--- config.mk ---
export PLATFORM = sky130hd
export DESIGN_NAME = sdm_core
export DESIGN_NICKNAME = d
export VERILOG_FILES = /design/src/sdm_pkg.sv /design/src/sdm_core.sv
export SDC_FILE = /design/constraint.sdc
export NUM_CORES = 1
export LEC_CHECK = 0
export BUFFER_PORTS_ARGS = -buffer_cell sky130_fd_sc_hd__buf_2
export CELL_PAD_IN_SITES_DETAIL_PLACEMENT = 0
export CELL_PAD_IN_SITES_GLOBAL_PLACEMENT = 1
export CORE_MARGIN = 1
export CORE_UTILIZATION = 36
export CTS_CLUSTER_DIAMETER = 100
export DETAILED_ROUTE_END_ITERATION = 16
export PLACE_DENSITY = 0.78
export SLEW_MARGIN = 20
export SYNTH_ARGS = -nofsm -noshare
export SYNTH_HDL_FRONTEND = slang
export SYNTH_SLANG_ARGS = --single-unit
--- constraint.sdc ---
create_clock -name clk_in -period 1.56 [get_ports clk_in]
set_input_delay 0.234 -clock clk_in [delete_from_list [all_inputs] [get_ports clk_in]]
set_output_delay 0.234 -clock clk_in [all_outputs]
set_load 0.01 [all_outputs]
--- src/sdm_pkg.sv ---
`timescale 1ns/1ps
`default_nettype none

// ==========================================================
// Shared constants
package sdm_pkg;
	localparam int          NUM_BANKS      = 8;
	localparam int          PREFETCH_WORDS = 8;
	localparam int          CORE_CLOCKS    = 4;
	localparam int          ADDR_W         = 15;
	localparam int          BANK_W         = 3;
	localparam int          MODE_REGS      = 4;
	// Mode register zero fields
	localparam int          MR0_BL_LSB     = 0;
	localparam int          MR0_BT_BIT     = 3;
	localparam int          MR0_DLLRST_BIT = 8;
	localparam logic [1:0]  BL_FIXED_EIGHT = 2'h0;
	localparam logic [1:0]  BL_ON_THE_FLY  = 2'h1;
	localparam logic [1:0]  BL_FIXED_FOUR  = 2'h2;
	// Command address bits
	localparam int          AUTO_PRE_BIT   = 10;
	localparam int          CHOP_SEL_BIT   = 12;
	// Burst slots and fixed-four write start pull-in
	localparam logic [7:0]  SLOTS_FOUR     = 8'h0f;
	localparam logic [7:0]  SLOTS_EIGHT    = 8'hff;
	localparam logic [3:0]  FOUR_PULL_IN   = 4'h2;
	// Register map
	localparam logic [7:0]  OFS_MODE0      = 8'h00;
	localparam logic [7:0]  OFS_MODE1      = 8'h04;
	localparam logic [7:0]  OFS_MODE2      = 8'h08;
	localparam logic [7:0]  OFS_MODE3      = 8'h0c;
	localparam logic [7:0]  OFS_STATUS     = 8'h10;
	localparam logic [7:0]  OFS_CTRL       = 8'h14;
	// Status fields, control reset value, bus transfer type
	localparam int          ST_STATE_LSB   = 0;
	localparam int          ST_BUSY_BIT    = 2;
	localparam int          ST_TERM_BIT    = 3;
	localparam int          ST_WRITTEN_LSB = 4;
	localparam int          ST_BANKS_LSB   = 8;
	localparam logic [3:0]  CTRL_WBASE_RST = 4'h5;
	localparam logic [1:0]  HTRANS_NONSEQ  = 2'h2;

	typedef enum logic [1:0] {
		SDM_IN_RESET,
		SDM_WAIT_CKE,
		SDM_READY
	} sdm_init_t;

	typedef enum logic [2:0] {
		SDM_CMD_NONE,
		SDM_CMD_MODE,
		SDM_CMD_ACT,
		SDM_CMD_RD,
		SDM_CMD_WR,
		SDM_CMD_PRE,
		SDM_CMD_OTHER
	} sdm_cmd_t;
endpackage

// ==========================================================
// Burst column order
module sdm_burst_order (
	input  wire logic [2:0]  col_in,
	input  wire logic        interleave_in,
	input  wire logic        chop_in,
	input  wire logic        write_in,
	output logic      [23:0] order_out,
	output logic      [7:0]  slot_valid_out
);
	for (genvar i = 0; i < 8; i++) begin : g_slot
		localparam logic [2:0] IDX = 3'(i);
		assign order_out[3*i +: 3] = write_in ?
			(chop_in ? {col_in[2], IDX[1:0]} : IDX) :
			(interleave_in ? (col_in ^ IDX) :
			{col_in[2] ^ IDX[2], 2'(col_in[1:0] + IDX[1:0])});
	end
	// Chopped bursts mark only the low four slots valid
	assign slot_valid_out = chop_in ? sdm_pkg::SLOTS_FOUR
		: sdm_pkg::SLOTS_EIGHT;
endmodule

`default_nettype wire

--- src/sdm_core.sv ---
// Function
// - Eight banks, 8n prefetch per access
// - Bursts of eight or chopped four
// - Column, auto-precharge, chop select at access
// - Internal init while waiting for clock-enable
// - Termination high impedance until clock-enable registered
// - Mode writes leave array untouched
// - Burst type and length fields decoded
// - Read burst order from low column bits; writes run slots in order
// - Fixed four starts internal write earlier
// - Delay-loop reset bit clears itself
//
// Implementation choices: the register addresses and register access over AHB-Lite.
`timescale 1ns/1ps
`default_nettype none

module sdm_core #(
	parameter logic [3:0] WBASE_RESET = sdm_pkg::CTRL_WBASE_RST
) (
	input  wire logic        clk_in,
	input  wire logic        resetn_in,
	// Memory pins
	input  wire logic        dev_resetn_in,
	input  wire logic        cke_in,
	input  wire logic        cs_n_in,
	input  wire logic        ras_n_in,
	input  wire logic        cas_n_in,
	input  wire logic        we_n_in,
	input  wire logic [2:0]  bank_select_lines_in,
	input  wire logic [14:0] addr_in,
	input  wire logic        termination_control_input_in,
	// Internal outputs
	output logic             termination_enable_out,
	output logic             init_busy_out,
	output logic             dll_reset_out,
	output logic             burst_start_out,
	output logic             burst_write_out,
	output logic             burst_chop_out,
	output logic             auto_precharge_out,
	output logic      [2:0]  burst_bank_out,
	output logic      [14:0] burst_col_out,
	output logic      [23:0] burst_order_out,
	output logic      [7:0]  burst_slot_valid_out,
	output logic      [3:0]  write_start_delay_out,
	// AHB-Lite slave
	input  wire logic        hsel_in,
	input  wire logic [31:0] haddr_in,
	input  wire logic [1:0]  htrans_in,
	input  wire logic        hwrite_in,
	input  wire logic [2:0]  hsize_in,
	input  wire logic [31:0] hwdata_in,
	input  wire logic        hready_in,
	output logic      [31:0] hrdata_out,
	output logic             hreadyout_out,
	output logic             hresp_out
);
	// ======================================================
	// Command decode
	function automatic sdm_pkg::sdm_cmd_t decode(input logic cs_n,
		input logic ras_n, input logic cas_n, input logic we_n);
		logic [2:0] c;
		c = {ras_n, cas_n, we_n};
		if (cs_n)
			return sdm_pkg::SDM_CMD_NONE;
		else if (c == 3'h0)
			return sdm_pkg::SDM_CMD_MODE;
		else if (c == 3'h3)
			return sdm_pkg::SDM_CMD_ACT;
		else if (c == 3'h5)
			return sdm_pkg::SDM_CMD_RD;
		else if (c == 3'h4)
			return sdm_pkg::SDM_CMD_WR;
		else if (c == 3'h2)
			return sdm_pkg::SDM_CMD_PRE;
		else if (c == 3'h7)
			return sdm_pkg::SDM_CMD_NONE;
		else
			return sdm_pkg::SDM_CMD_OTHER;
	endfunction

	sdm_pkg::sdm_init_t state_reg, state_next;
	sdm_pkg::sdm_cmd_t  cmd_now;
	logic [14:0] mode_reg [sdm_pkg::MODE_REGS];
	logic [14:0] mode_next [sdm_pkg::MODE_REGS];
	logic [3:0]  written_reg, written_next;
	logic [7:0]  banks_reg, banks_next;
	logic        term_reg, term_next;
	logic        dll_reg, dll_next;
	logic        start_reg, start_next;
	logic        wr_reg, wr_next;
	logic        chop_reg, chop_next;
	logic        ap_reg, ap_next;
	logic [2:0]  bank_reg, bank_next;
	logic [14:0] col_reg, col_next;
	logic [23:0] order_reg, order_next;
	logic [7:0]  slots_reg, slots_next;
	logic [3:0]  wdly_reg, wdly_next;
	logic [3:0]  wbase_reg, wbase_next;
	logic        chop_now;
	logic [1:0]  bl_mode;
	logic [23:0] order_now;
	logic [7:0]  slots_now;
	logic        access_now;

	assign cmd_now = cke_in ? decode(cs_n_in, ras_n_in, cas_n_in, we_n_in)
		: sdm_pkg::SDM_CMD_NONE;
	assign bl_mode = mode_reg[0][sdm_pkg::MR0_BL_LSB +: 2];
	assign chop_now = (bl_mode == sdm_pkg::BL_FIXED_FOUR) ||
		((bl_mode == sdm_pkg::BL_ON_THE_FLY) &&
		!addr_in[sdm_pkg::CHOP_SEL_BIT]);
	assign access_now = (state_reg == sdm_pkg::SDM_READY) &&
		((cmd_now == sdm_pkg::SDM_CMD_RD) ||
		(cmd_now == sdm_pkg::SDM_CMD_WR));

	sdm_burst_order u_order (
		.col_in         (addr_in[2:0]),
		.interleave_in  (mode_reg[0][sdm_pkg::MR0_BT_BIT]),
		.chop_in        (chop_now),
		.write_in       (cmd_now == sdm_pkg::SDM_CMD_WR),
		.order_out      (order_now),
		.slot_valid_out (slots_now)
	);

	// ======================================================
	// Device state
	always_comb begin
		state_next   = state_reg;
		mode_next    = mode_reg;
		written_next = written_reg;
		banks_next   = banks_reg;
		term_next    = 1'b0;
		dll_next     = 1'b0;
		start_next   = 1'b0;
		wr_next      = wr_reg;
		chop_next    = chop_reg;
		ap_next      = ap_reg;
		bank_next    = bank_reg;
		col_next     = col_reg;
		order_next   = order_reg;
		slots_next   = slots_reg;
		wdly_next    = wdly_reg;
		if (mode_reg[0][sdm_pkg::MR0_DLLRST_BIT])
			mode_next[0][sdm_pkg::MR0_DLLRST_BIT] = 1'b0;
		if (!dev_resetn_in) begin
			state_next   = sdm_pkg::SDM_IN_RESET;
			written_next = 4'h0;
			banks_next   = 8'h00;
		end else begin
			case (state_reg)
			sdm_pkg::SDM_IN_RESET: begin
				state_next = sdm_pkg::SDM_WAIT_CKE;
			end
			sdm_pkg::SDM_WAIT_CKE: begin
				if (cke_in)
					state_next = sdm_pkg::SDM_READY;
			end
			default: begin
				term_next = termination_control_input_in;
				case (cmd_now)
				sdm_pkg::SDM_CMD_MODE: begin
					// Array and open banks untouched
					mode_next[bank_select_lines_in[1:0]] = addr_in;
					written_next[bank_select_lines_in[1:0]] = 1'b1;
					dll_next = (bank_select_lines_in[1:0] == 2'h0) &&
						addr_in[sdm_pkg::MR0_DLLRST_BIT];
				end
				sdm_pkg::SDM_CMD_ACT: begin
					banks_next[bank_select_lines_in] = 1'b1;
				end
				sdm_pkg::SDM_CMD_PRE: begin
					if (addr_in[sdm_pkg::AUTO_PRE_BIT])
						banks_next = 8'h00;
					else
						banks_next[bank_select_lines_in] = 1'b0;
				end
				sdm_pkg::SDM_CMD_RD, sdm_pkg::SDM_CMD_WR: begin
					start_next = 1'b1;
					wr_next    = (cmd_now == sdm_pkg::SDM_CMD_WR);
					chop_next  = chop_now;
					ap_next    = addr_in[sdm_pkg::AUTO_PRE_BIT];
					bank_next  = bank_select_lines_in;
					col_next   = addr_in;
					order_next = order_now;
					slots_next = slots_now;
					if (addr_in[sdm_pkg::AUTO_PRE_BIT])
						banks_next[bank_select_lines_in] = 1'b0;
					if (bl_mode == sdm_pkg::BL_FIXED_FOUR &&
						wbase_reg >= sdm_pkg::FOUR_PULL_IN)
						wdly_next = wbase_reg - sdm_pkg::FOUR_PULL_IN;
					else
						wdly_next = wbase_reg;
				end
				default: begin
				end
				endcase
			end
			endcase
		end
	end

	always_ff @(posedge clk_in or negedge resetn_in) begin
		if (!resetn_in) begin
			state_reg   <= sdm_pkg::SDM_IN_RESET;
			for (int i = 0; i < sdm_pkg::MODE_REGS; i++) begin
				mode_reg[i] <= 15'h0000;
			end
			written_reg <= 4'h0;
			banks_reg   <= 8'h00;
			term_reg    <= 1'b0;
			dll_reg     <= 1'b0;
			start_reg   <= 1'b0;
			wr_reg      <= 1'b0;
			chop_reg    <= 1'b0;
			ap_reg      <= 1'b0;
			bank_reg    <= 3'h0;
			col_reg     <= 15'h0000;
			order_reg   <= 24'h000000;
			slots_reg   <= 8'h00;
			wdly_reg    <= 4'h0;
		end else begin
			state_reg   <= state_next;
			mode_reg    <= mode_next;
			written_reg <= written_next;
			banks_reg   <= banks_next;
			term_reg    <= term_next;
			dll_reg     <= dll_next;
			start_reg   <= start_next;
			wr_reg      <= wr_next;
			chop_reg    <= chop_next;
			ap_reg      <= ap_next;
			bank_reg    <= bank_next;
			col_reg     <= col_next;
			order_reg   <= order_next;
			slots_reg   <= slots_next;
			wdly_reg    <= wdly_next;
		end
	end

	assign termination_enable_out = term_reg;
	assign init_busy_out          = (state_reg != sdm_pkg::SDM_READY);
	assign dll_reset_out          = dll_reg;
	assign burst_start_out        = start_reg;
	assign burst_write_out        = wr_reg;
	assign burst_chop_out         = chop_reg;
	assign auto_precharge_out     = ap_reg;
	assign burst_bank_out         = bank_reg;
	assign burst_col_out          = col_reg;
	assign burst_order_out        = order_reg;
	assign burst_slot_valid_out   = slots_reg;
	assign write_start_delay_out  = wdly_reg;

	// ======================================================
	// AHB-Lite register slave
	logic        take;
	logic        apw_reg, apw_next;
	logic [7:0]  apa_reg, apa_next;
	logic [31:0] hrdata_reg, hrdata_next;
	logic [31:0] status_word;

	assign take = hsel_in && htrans_in[1] && hready_in;
	always_comb begin
		status_word = 32'h00000000;
		status_word[sdm_pkg::ST_STATE_LSB +: 2] = state_reg;
		status_word[sdm_pkg::ST_BUSY_BIT]        = init_busy_out;
		status_word[sdm_pkg::ST_TERM_BIT]        = term_reg;
		status_word[sdm_pkg::ST_WRITTEN_LSB +: 4] = written_reg;
		status_word[sdm_pkg::ST_BANKS_LSB +: 8]   = banks_reg;
	end

	always_comb begin
		apw_next    = take && hwrite_in && (haddr_in[31:8] == 24'h000000);
		apa_next    = take ? haddr_in[7:0] : apa_reg;
		hrdata_next = hrdata_reg;
		wbase_next  = wbase_reg;
		if (apw_reg && apa_reg == sdm_pkg::OFS_CTRL)
			wbase_next = hwdata_in[3:0];
		if (take && !hwrite_in) begin
			if (haddr_in[31:8] != 24'h000000)
				hrdata_next = 32'h00000000;
			else if (haddr_in[7:0] == sdm_pkg::OFS_MODE0)
				hrdata_next = {17'h00000, mode_reg[0]};
			else if (haddr_in[7:0] == sdm_pkg::OFS_MODE1)
				hrdata_next = {17'h00000, mode_reg[1]};
			else if (haddr_in[7:0] == sdm_pkg::OFS_MODE2)
				hrdata_next = {17'h00000, mode_reg[2]};
			else if (haddr_in[7:0] == sdm_pkg::OFS_MODE3)
				hrdata_next = {17'h00000, mode_reg[3]};
			else if (haddr_in[7:0] == sdm_pkg::OFS_STATUS)
				hrdata_next = status_word;
			else if (haddr_in[7:0] == sdm_pkg::OFS_CTRL)
				hrdata_next = {28'h0000000, wbase_reg};
			else
				hrdata_next = 32'h00000000;
		end
	end

	always_ff @(posedge clk_in or negedge resetn_in) begin
		if (!resetn_in) begin
			apw_reg    <= 1'b0;
			apa_reg    <= 8'h00;
			hrdata_reg <= 32'h00000000;
			wbase_reg  <= WBASE_RESET;
		end else begin
			apw_reg    <= apw_next;
			apa_reg    <= apa_next;
			hrdata_reg <= hrdata_next;
			wbase_reg  <= wbase_next;
		end
	end

	assign hrdata_out    = hrdata_reg;
	assign hreadyout_out = 1'b1;
	assign hresp_out     = 1'b0;
endmodule

`default_nettype wire

# Word level (Yosys, flattened, before mapping)
# Cells that the tools add are included.
[totals]
regBits = 179
latchBits = 0
mem_bits_rw = 0
mem_bits_ro = 0
input_bits = 99
output_inout_bits = 95
wordCells = 169
n_memories = 0
[op_classes]
n_addsub = 4
mul = 0
div = 0
n_lt_le_gt_ge = 7
n_eq_ne = 26
n_shift = 0
n_mux = 68
n_bitwise = 13
n_reduce_logical = 28
[ops]
columns = ["cell", "n"]
rows = [
  ["54-bit two-way mux", 3],
  ["16-bit two-way mux", 6],
  ["3-bit two-way mux", 27],
  ["60-bit bitwise mux", 1],
  ["8-bit two-way mux", 5],
  ["15-bit demux with 2-bit select", 1],
  ["8-bit by 5-bit equality test with 1-bit output, second input constant", 3],
  ["24-bit zero test", 1],
  ["8-bit case mux with 3 select lines", 1],
  ["24-bit nonzero test", 1],
  ["4-bit two-way mux", 5],
  ["8-bit by 4-bit equality test with 1-bit output, second input constant", 2],
  ["3-bit equality test, second input constant", 5],
  ["15-bit two-way mux", 1],
  ["3-bit by 2-bit equality test with 1-bit output, second input constant", 4],
  ["1-bit logical AND", 12],
  ["1-bit two-way mux", 10],
  ["2-bit two-way mux", 5],
  ["3-bit AND reduction", 3],
  ["8-bit AND", 1],
  ["8-bit by 3-bit equality test with 1-bit output, second input constant", 1],
  ["8-bit zero test", 1],
  ["8-bit NOT", 1],
  ["8-bit OR", 1],
  ["32 further kinds", 45],
]

# Longest topological paths before layout
# Gate-level depths: netlist (run 1).
[logic_depth]
depth_word = 14
ltp_mapped = 7
ltp_nobuf = 6

# By module
# A second synthesis (run 1) with hierarchy kept.
[unflattened]
cells_unflattened = 630
area_unflattened_um2 = 7475.9
[by_module_without_submodules]
columns = ["module", "instances", "cells_per_inst", "area_each_um2", "seq_area_each_um2"]
rows = [
  ["sdm_core", 1, 594, 7211.9, 4031.4],
  ["sdm_burst_order", 1, 36, 264.0, 0.0],
]

# Worst setup path after synthesis (run 1)
# OpenSTA, ideal clock, no wires.
[synth_path]
path_kind = "in2reg"
startpoint = "in cs_n_in"
endpoint = "reg mode_reg[10] (netlist bit)"
setup_time_ns = 0.125
t_arrival_ns = 1.522
required_ns = 1.435
setup_slack_ns = -0.087
stages = 6
n_path_buf = 1
cell_sequence = "and2b_2 -> nand3_2 -> nor4_4 -> nand3_2 -> buf_4 -> mux2_2"
[synth_between]
elab_chain_cells = 4
[synth_rtl]
columns = ["element", "line_no", "source"]
rows = [
  ["start, declared", "sdm_core.sv:25", "input wire logic cs_n_in,"],
  ["3-bit two-way mux", "sdm_core.sv:63", "if (cs_n)"],
  ["3-bit two-way mux", "sdm_core.sv:105", "assign cmd_now = cke_in ? decode(cs_n_in, ras_n_in, cas_n_in, we_n_in)"],
  ["3-bit by 1-bit equality test with 1-bit output", "sdm_core.sv:159", "case (cmd_now)"],
  ["3-bit AND reduction (no source line)", "--", ""],
  ["end signal, assigned", "sdm_core.sv:222", "mode_reg <= mode_next;"],
  ["end, declared", "sdm_core.sv:83", "logic [14:0] mode_reg [sdm_pkg::MODE_REGS];"],
]
# No other way between the ends.
# A chain may end at the register's enable or synchronous reset.

# Worst setup path in the final report (run 1)
[layout_path]
startpoint = "reg state_reg[1]"
endpoint = "reg mode_reg[1] (netlist bit)"
[layout_between]
elab_chain_cells = 4
elab_cells_between_ends = 5
classes_between = "eq/ne: 1; bitwise: 1; reduce/logical: 3"
[layout_rtl]
columns = ["element", "line_no", "source"]
rows = [
  ["start, declared", "sdm_core.sv:81", "sdm_pkg::sdm_init_t state_reg, state_next;"],
  ["start signal, assigned", "sdm_core.sv:203", "state_reg <= sdm_pkg::SDM_IN_RESET;"],
  ["start signal, assigned", "sdm_core.sv:221", "state_reg <= state_next;"],
  ["2-bit by 1-bit equality test with 1-bit output or 2-bit zero test (tied branches)", "sdm_core.sv:149", "case (state_reg)"],
  ["2-bit OR reduction (no source line) *", "--", ""],
  ["1-bit NOT (no source line) *", "--", ""],
  ["3-bit AND reduction (no source line) *", "--", ""],
]
# Mark *: on every way between the ends. The rest lies on a longest branch, timed or not.

==> flow_summary.toml, run 1 <==
[flow_run]
max_cap_violations = 0

[critical_path]
required_ns = 1.86
crit_path_end_kind = "register"
crit_type = "reg -> reg"
worstSetupStartpointType = "register"
reg2regPathDepth = 6
cp_slowest_cell = "dfrtp_1"
cp.arrival_ns = 1.82
max_stage_delay_ns = 0.40
r2r-start = "state_reg[1]$_DFFE_PN0P_"
r2r_slack_ns = 0.04
crit_fanout = 16
critical_path.cell_chain = "nand3_2 > nor4_4 > buf_6 > nand3_4 > buf_12 > mux2_2"
rr_endpoint = "mode_reg[1]$_DFFE_PN0P_"

[detailed_routing]
met3_length_um = 1240
topRoutingLayerUsed = "met4"
wl_met1_um = 7350
drcViolationCount = 0
via_per_inst = 5.01
finalWirelength_um = 17000
num_vias = 5087
ant_nets = 0
drtPass1Iterations = 4
drt-initial-drc-count = 205
wl_met2_um = 8310
drt-wirelength-per-cell_um = 16.8

[power_and_ir_drop]
finalPower_mw = 9.08
max-vdd-ir-drop_mv = 0.828
seq_power_share = 0.430
pwr-share-comb = 0.109
power.internal_mw = 6.84
p_sw_mw = 2.24
leakagePower_nw = 4.39
p_sw_frac = 0.247
power_density_nw_per_um2 = 1070
pwr-share-clk = 0.461

[timing]
hold_viol_final = 0
min_period_ns = 1.52
maxSlewHeadroom = 0.456
rsz0062_at_grt = "yes"
max_slew.worst_pin.slew_ns = 0.814
finClkSkew_ns = 0.00736
fmax_mhz = 656
finalSetupViolCount = 0
drv_slew = 0
final_min_period_over_clock_period = 0.977

[logic_synthesis]
yosysUniqueCellTypes = 57
synthesis.area_sq_um = 6630
ys_async_sr_fraction = 1.00
synth_warnings = 0
ys_seq_area_frac = 0.525
synth-seq-cells = 139
synth_common_cells = "dfrtp_1 (137), nand2_1 (83), mux2_2 (72)"
synth_area_leaders = "dfrtp_1 (52%), mux2_2 (12%), buf_4 (4.8%)"
postSynthCellCount = 608
synth-main-ff-cell = "dfrtp_1"
yosysTopAreaCellShare = 0.517
syn_avg_cell_area_sq_um = 10.9
synth_edf_count = 0
synth_area_leader_cell = "dfrtp_1"
synth_most_common_cell = "dfrtp_1"

[hold_path]
holdPathStages = 2
whs_endpoint = "wbase_reg[1]$_DFFE_PN0P_"
hold_path_class = "in -> reg"
hp-start = "hwdata_in[1]"

[floorplanning]
boundaryPins = 194
die_h_um = 138
start_util = 0.368
chipWidth_um = 138
fp-row-count = 49
die_area_sq_um = 19000
design.core.area_sq_um = 18000

[global_routing]
track_usage = 0.191
grt_first_pass_wirelength_um = 26800
gr-total-overflow = 0
grt_pass1_vias = 4955
grt_max_degree = 50
grt_antenna_before_repair = 0

[clocking]
htree_num_levels = 4
cts_root_buf = "clkbuf_16"
cts_tree = "yes"
clk_latency_ns = 0.42
clock_path_buffers = 2
cts_made_buffers = 17
cts.clk_slew.worst_paths_ns = 0.06
cts_sinks = 139
cts_setup_buffers = 0

[cells_and_area]
drive_gt1_frac = 0.410
fin_nets = 873
multi_input_area_sq_um = 2750
seq_area_sq_um = 3480
fill_cells = 1712
synthToLayoutAreaGrowth_pct = 27.8
fin_util = 0.470
largest_register_ffs = 58

[placed_design]
dp_hpwl_um = 12000
gp_congestion = 0.781
port_buffers = 143

[status]
status = "finished, final reports clean"
## cell usage in the layout (no fill, tap or decap), drive strengths merged, types with 2 or more instances in the layout
cell type and count:
a21boi 4, a21o 2, a21oi 19, a221oi 2, a22o 12, a22oi 3
a31oi 14, and2 14, and2b 2, and3 3, buf 200, bufinv 3
clkbuf 19, clkinv 8, conb 18, dfrtp 137, dfstp 2, inv 11
mux2 72, mux2i 5, nand2 86, nand2b 13, nand3 9, nand3b 10
nand4 3, nand4b 2, nor2 14, nor2b 7, nor3 3, nor3b 3
nor4 10, o21a 4, o21ai 35, o221ai 10, o22ai 3, o2bb2ai 4
or2 5, xnor2 2
## power by group through the flow
stage	registers, mW	logic [mW]	clock network [mW]
2_1_floorplan	4.01	0.555	0
3_3_place_gp	3.97	0.980	0
3_5_place_dp	3.97	0.993	0
4_1_cts	3.91	1.00	4.27
5_1_grt	3.94	1.12	4.44
6_report	3.91	0.990	4.18
## critical path, delay by kind of cell, from the launching register on
kind	cells	cell delay (ns)
buffers and inverters	2	0.34
muxes	1	0.27
and+or+nand+nor	3	0.37
DFF	1	0.40
## cell families (layout without fill, tap and decap cells)
group / after synthesis / in the layout / synth area share
adders and majority gates: 1 / 1 / 0.00189
xor gates and xnor gates: 2 / 2 / 0.00264
other: 2 / 19 / 0.00113
DFF: 139 / 139 / 0.525
buffers and inverters: 81 / 243 / 0.0708
muxes: 77 / 77 / 0.130
and+or+nand+nor: 188 / 188 / 0.152
AOI/OAI and AO/OA: 118 / 118 / 0.117
## worst max-delay path by stage
stage / cells past startpoint / end / startpoint / slack (ns)
global route: 6 / mode_reg[5]$_DFFE_PN0P_ / state_reg[1]$_DFFE_PN0P_ / -0.05
global placement: 6 / hrdata_out[8]$_DFFE_PN0P_ / haddr_in[2] / -0.18
detailed placement: 6 / hrdata_out[10]$_DFFE_PN0P_ / haddr_in[3] / -0.21
CTS: 6 / mode_reg[5]$_DFFE_PN0P_ / state_reg[1]$_DFFE_PN0P_ / 0.007
finish: 6 / mode_reg[1]$_DFFE_PN0P_ / state_reg[1]$_DFFE_PN0P_ / 0.04
floorplan: 6 / mode_reg[10]$_DFFE_PN0P_ / cs_n_in / -0.07
## metrics by stage
stage	cells	setup WS (ns)	cell area, sq um	setup TNS, ns	hold slack [ns]
after detailed placement	982	-0.205	7820	-10.73	0.151
after CTS	1015	0.00662	8460	0	0.0224
after global routing	1015	-0.0550	8460	-1.17	0.0309
after floorplan	624	-0.0661	6710	-1.06	-0.0616
after global placement	982	-0.178	7820	-8.59	0.153
final	1016	0.0360	8470	0	0.0402
## cell type report
cell class,instances,share of cell area
sequential,139,0.411
multi-input combinational,404,0.325
timing repair buffer,201,0.152
clock buffer,19,0.0535
tap,229,0.0338
clock inverter,13,0.0195
inverter,10,0.00443
antenna,1,0.000296
## per-layer routing
layer,track usage,vias to the layer above
met5,0,-
met4,0.0507,0
met3,0.0471,10
met2,0.311,171
met1,0.254,2480
li1,-,2426
## repair_timing
| item | 4_1_cts | 5_1_grt |
|---|---|---|
| endpoints found under the setup margin | 11 | 36 |
| endpoints found under the hold margin | 32 | 0 |
| hold buffers | 1 | 0 |
| resized for setup | 2 | 1 |
(Power assumes the default switching activity.)
==> run 2: changes to the inputs <==
- PLACE_DENSITY: 0.78 -> not set
- PLACE_DENSITY_LB_ADDON: not set -> 0.08
==> run 2 against run 1 <==
- final cell count is 0.69% higher
- sequential power about the same
- highest routed layer unchanged
- clock-buffer cell count up 3
- combinational power barely moved
- critical endpoint is now mode_reg[3]$_DFFE_PN0P_
==> flow_summary.toml, run 2 (same netlist as run 1, synthesis figures left out) <==
[detailed_routing]
drcViolationCount = 0
drt-wirelength-per-cell_um = 17.8
drtPass1Iterations = 4
via_per_inst = 5.06
finalWirelength_um = 18200
num_vias = 5172
ant_nets = 0
drt-initial-drc-count = 176

[critical_path]
crit_fanout = 16
crit_path_end_kind = "register"
r2r-start = "state_reg[1]$_DFFE_PN0P_"
cp.arrival_ns = 1.81
crit_type = "reg -> reg"
startpoint = "state_reg[1]$_DFFE_PN0P_"
reg2regPathDepth = 6
cp-endpoint = "mode_reg[3]$_DFFE_PN0P_"
r2r_slack_ns = 0.05
worstSetupStartpointType = "register"
rr_endpoint = "mode_reg[3]$_DFFE_PN0P_"
required_ns = 1.86

[cells_and_area]
largest_register_ffs = 58
fill_cells = 1728
multi_input_area_sq_um = 2770
final_common_cell = "buf_2"
synthToLayoutAreaGrowth_pct = 28.7
drive_gt1_frac = 0.414
antenna_cells = 0
fin_nets = 881
layout_common_cells = "buf_2 (142), dfrtp_1 (137), nand2_1 (83), mux2_2 (72), buf_4 (51)"
seq_area_sq_um = 3480
design_area_sq_um = 8530

[clocking]
cts_tree = "yes"
cts.clk_slew.worst_paths_ns = 0.06
clock_path_buffers = 2
cts_made_buffers = 17
cts_root_buf = "clkbuf_16"
cts_sinks = 139
htree_num_levels = 4
clk_latency_ns = 0.41

[floorplanning]
chipWidth_um = 138
design.core.area_sq_um = 18000
die_h_um = 138
start_util = 0.368
die_area_sq_um = 19000
fp-row-count = 49
boundaryPins = 194

[timing]
max_slew.worst_pin.slew_ns = 0.957
holdWs_ns = 0.0534
min_period_ns = 1.51
hold_viol_final = 0
finClkSkew_ns = 0.00708
fmax_mhz = 663
final_min_period_over_clock_period = 0.968
finalSetupViolCount = 0
drv_slew = 0
maxSlewHeadroom = 0.361
rsz0062_at_grt = "yes"
fin_ws_ns = 0.0506

[global_routing]
grt_max_degree = 46
grt_first_pass_wirelength_um = 28700
met1_usage = 0.260
use_met3 = 0.0342
grt_antenna_before_repair = 0
track_usage = 0.206
gr-total-overflow = 0
grt_pass1_vias = 5234
top_usage_layer = "met2"
use_met2 = 0.353

[hold_path]
hold_path_class = "in -> reg"

[power_and_ir_drop]
finalPower_mw = 8.93
power_density_nw_per_um2 = 1050
max-vdd-ir-drop_mv = 0.735
leakagePower_nw = 4.43

[placed_design]
port_buffers = 143
gp_congestion = 0.768
placed_area_sq_um = 7880
dp_hpwl_um = 13000
dp_slack_ns = -0.299

[status]
status = "finished, final reports clean"

[flow_run]
max_cap_violations = 0
-- run 2: worst max-delay path: stages, from the launching register on --
cell     delay [ns]
dfrtp_1        0.40
nand3_2        0.11
nor4_4         0.16
buf_6          0.17
nand3_4        0.09
buf_12         0.17
mux2_2         0.28
-- run 2: report_power, final --
part | switching, mW | leakage (nW) | total (mW) | internal (mW)
clock | 1.53 | 0.291 | 4.01 | 2.48
sequential | 0.113 | 1.89 | 3.91 | 3.79
combinational | 0.558 | 2.24 | 1.02 | 0.459
-- run 2: metal layers --
metal / routed length [um] / vias to the layer above / share of wire
li1: - / 2442 / -
met1: 8250 / 2575 / 0.45
met2: 9000 / 134 / 0.49
met3: 632 / 21 / 0.035
met4: 310 / 0 / 0.017
met5: 0 / - / 0
-- run 2: worst min-delay path by stage --
stage                       from                       end  cells past startpoint
floorplan              resetn_in    apa_reg[0]$_DFFE_PN0P_                      0
global placement       resetn_in  wbase_reg[1]$_DFFE_PN0P_                      1
detailed placement     resetn_in  wbase_reg[1]$_DFFE_PN0P_                      1
CTS                 hwdata_in[2]  wbase_reg[2]$_DFFE_PN1P_                      2
global route        hwdata_in[0]  wbase_reg[0]$_DFFE_PN1P_                      2
finish              hwdata_in[0]  wbase_reg[0]$_DFFE_PN1P_                      2
-- run 2: area by class of cell --
class	instances	share of cell area
timing repair buffer	209	0.161
clock inverter	10	0.0134
sequential	139	0.408
inverter	10	0.00440
clock buffer	22	0.0556
multi-input combinational	404	0.324
tap	229	0.0336
-- run 2: stage by stage --
| step | TNS (ns) | utilization | instances |
|---|---|---|---|
| floorplan | -1.06 | - | 624 |
| detailed placement | -10.48 | 0.437 | 988 |
| finish | 0 | 0.473 | 1023 |
| CTS | 0 | 0.470 | 1021 |
| global route | -0.00436 | 0.473 | 1023 |
| global placement | -9.49 | 0.437 | 988 |
-- run 2: repair_timing --
item	in CTS	in global routing
resized for setup	0	14
setup buffers	0	2
setup endpoints to repair	0	29
hold buffers	1	0
hold endpoints to repair	35	0
==> run 3: changes to the inputs <==
--- a/constraint.sdc
+++ b/constraint.sdc
@@ -3,2 +3,2 @@
 set_output_delay 0.234 -clock clk_in [all_outputs]
-set_load 0.01 [all_outputs]
+set_load 0.1 [all_outputs]
==> run 3 against run 2 <==
- clock-buffer cell count unchanged
- routed wire length down 0.25%
- non-clock buffer count shrank 6
- core utilization down 0.063 points
- first-iteration DRC count rose by 23%
- cell area is 0.13% lower
- largest cell class unchanged
- hold slack lost 0.0017 ns
- critical path depth is the same
==> flow_summary.toml, run 3 (same netlist as run 1, synthesis figures left out) <==
[timing]
hold_viol_final = 0
maxSlewHeadroom = 0.352
min_period_ns = 1.54
final_min_period_over_clock_period = 0.988
holdWs_ns = 0.0517
finalSetupViolCount = 0
fmax_mhz = 649
max_slew.worst_pin.slew_ns = 0.970
finClkSkew_ns = 0.00794
rsz0062_at_grt = "yes"
drv_slew = 0

[floorplanning]
boundaryPins = 194
fp-row-count = 49
design.core.area_sq_um = 18000
die_h_um = 138
die_area_sq_um = 19000
start_util = 0.368
chipWidth_um = 138

[cells_and_area]
fill_cells = 1762
layout_common_cells = "buf_2 (141), dfrtp_1 (126), nand2_1 (83), mux2_2 (72), buf_4 (47)"
largest_register_ffs = 58
drive_gt1_frac = 0.428
antenna_cells = 0
final_common_cell = "buf_2"
fin_nets = 875
synthToLayoutAreaGrowth_pct = 28.5
fin_util = 0.472

[placed_design]
gp_congestion = 0.800
port_buffers = 143
dp_hpwl_um = 12700

[critical_path]
crit_path_end_kind = "register"
crit_type = "reg -> reg"
crit_cells = 6
cp_slowest_cell = "dfrtp_1"
critical_path.cell_chain = "nand3_2 > nor4_4 > buf_6 > nand3_4 > buf_12 > mux2_2"
reg2regPathDepth = 6
cp.arrival_ns = 1.83
cp_top_family = "flip-flops"
worstSetupStartpointType = "register"
crit_fanout = 16
path_buf_inv = 2
required_ns = 1.85
max_stage_delay_ns = 0.39

[clocking]
htree_num_levels = 4
cts_root_buf = "clkbuf_16"
cts_made_buffers = 17
cts_sinks = 139
clock_path_buffers = 2
clk_latency_ns = 0.42
cts_tree = "yes"
cts.clk_slew.worst_paths_ns = 0.06

[global_routing]
grt_antenna_before_repair = 0
grt_first_pass_wirelength_um = 28000
use_met3 = 0.0346
use_met2 = 0.344
grt_max_degree = 58
met1_usage = 0.257
gr-total-overflow = 0
track_usage = 0.202
grt_pass1_vias = 5127
top_usage_layer = "met2"

[power_and_ir_drop]
p_sw_mw = 3.72
power.internal_mw = 6.90
seq_power_share = 0.369
p_sw_frac = 0.350
pwr-share-comb = 0.236
leakagePower_nw = 4.40
max-vdd-ir-drop_mv = 0.901
power_density_nw_per_um2 = 1250
pwr-share-clk = 0.395

[detailed_routing]
via_per_inst = 5.06
finalWirelength_um = 18200
drt-wirelength-per-cell_um = 17.8
drtPass1Iterations = 4
drt-initial-drc-count = 217
num_vias = 5143
drcViolationCount = 0
ant_nets = 0

[status]
status = "finished, final reports clean"

[flow_run]
max_cap_violations = 0

[hold_path]
hold_path_class = "in -> reg"
holdPathStages = 2
run 3: cell types whose count changed in the layout (fill, tap and decap cells not counted), moves of 2 or more:
| cell | previous run | this run |
|---|---|---|
| buf_12 | 11 | 9 |
| o21ai_2 | 1 | 3 |
| buf_4 | 51 | 47 |
| dfrtp_2 | 0 | 11 |
| dfrtp_1 | 137 | 126 |
| o21ai_0 | 27 | 25 |
run 3: timing repair:
action,in CTS,in global routing
endpoints found under the setup margin,25,73
pin swaps,0,1
hold buffers,1,0
buffers inserted,2,1
endpoints found under the hold margin,82,0
gates resized for setup,2,20
cloned,0,0
run 3: power groups by stage:
| stage | logic [mW] | registers, mW | clock network, mW |
|---|---|---|---|
| after floorplan | 1.32 | 4.74 | 0 |
| after global placement | 2.50 | 3.97 | 0 |
| after detailed placement | 2.51 | 3.98 | 0 |
| after CTS | 2.51 | 3.92 | 4.28 |
| after global routing | 2.64 | 3.95 | 4.43 |
| final | 2.51 | 3.91 | 4.19 |
run 3: layer usage:
metal | wire, um | share of wire
met4 | 243 | 0.013
met5 | 0 | 0
met2 | 9200 | 0.51
met1 | 7900 | 0.44
met3 | 808 | 0.045
run 3: worst paths after layout:
check / from / endpoint / slack (ns)
hold / removal: hwdata_in[3] / wbase_reg[3]$_DFFE_PN0P_ / 0.05
setup / recovery: state_reg[1]$_DFFE_PN0P_ / mode_reg[2]$_DFFE_PN0P_ / 0.02
setup reg to reg: state_reg[1]$_DFFE_PN0P_ / mode_reg[2]$_DFFE_PN0P_ / 0.02
min in group asynchronous: resetn_in / write_start_delay_out[3]$_DFFE_PN0P_ / 0.24
hold reg to reg: burst_col_out[14]$_DFFE_PN0P_ / burst_col_out[14]$_DFFE_PN0P_ / 0.47
max in group asynchronous: resetn_in / wbase_reg[2]$_DFFE_PN1P_ / 0.71
run 3: layout make-up:
class	count	area, sq um	share of cell area
Tap cell	229	287	0.0336
Inverter	10	40.0	0.00470
Clock inverter	10	139	0.0163
Timing Repair Buffer	203	1310	0.154
Clock buffer	22	474	0.0557
Multi-Input combinational cell	404	2770	0.326
Sequential cell	139	3490	0.410
run 3: stage by stage:
step | setup TNS (ns) | area (sq um) | total power, mW | cells | setup WS, ns
3_3_place_gp | -13.37 | 7820 | 6.47 | 981 | -0.239
4_1_cts | 0 | 8460 | 10.7 | 1016 | 0.0202
6_report | 0 | 8520 | 10.6 | 1017 | 0.0186
5_1_grt | -1.83 | 8520 | 11.0 | 1017 | -0.0636
2_1_floorplan | -1.11 | 6730 | 6.07 | 624 | -0.0672
3_5_place_dp | -16.50 | 7820 | 6.49 | 981 | -0.318
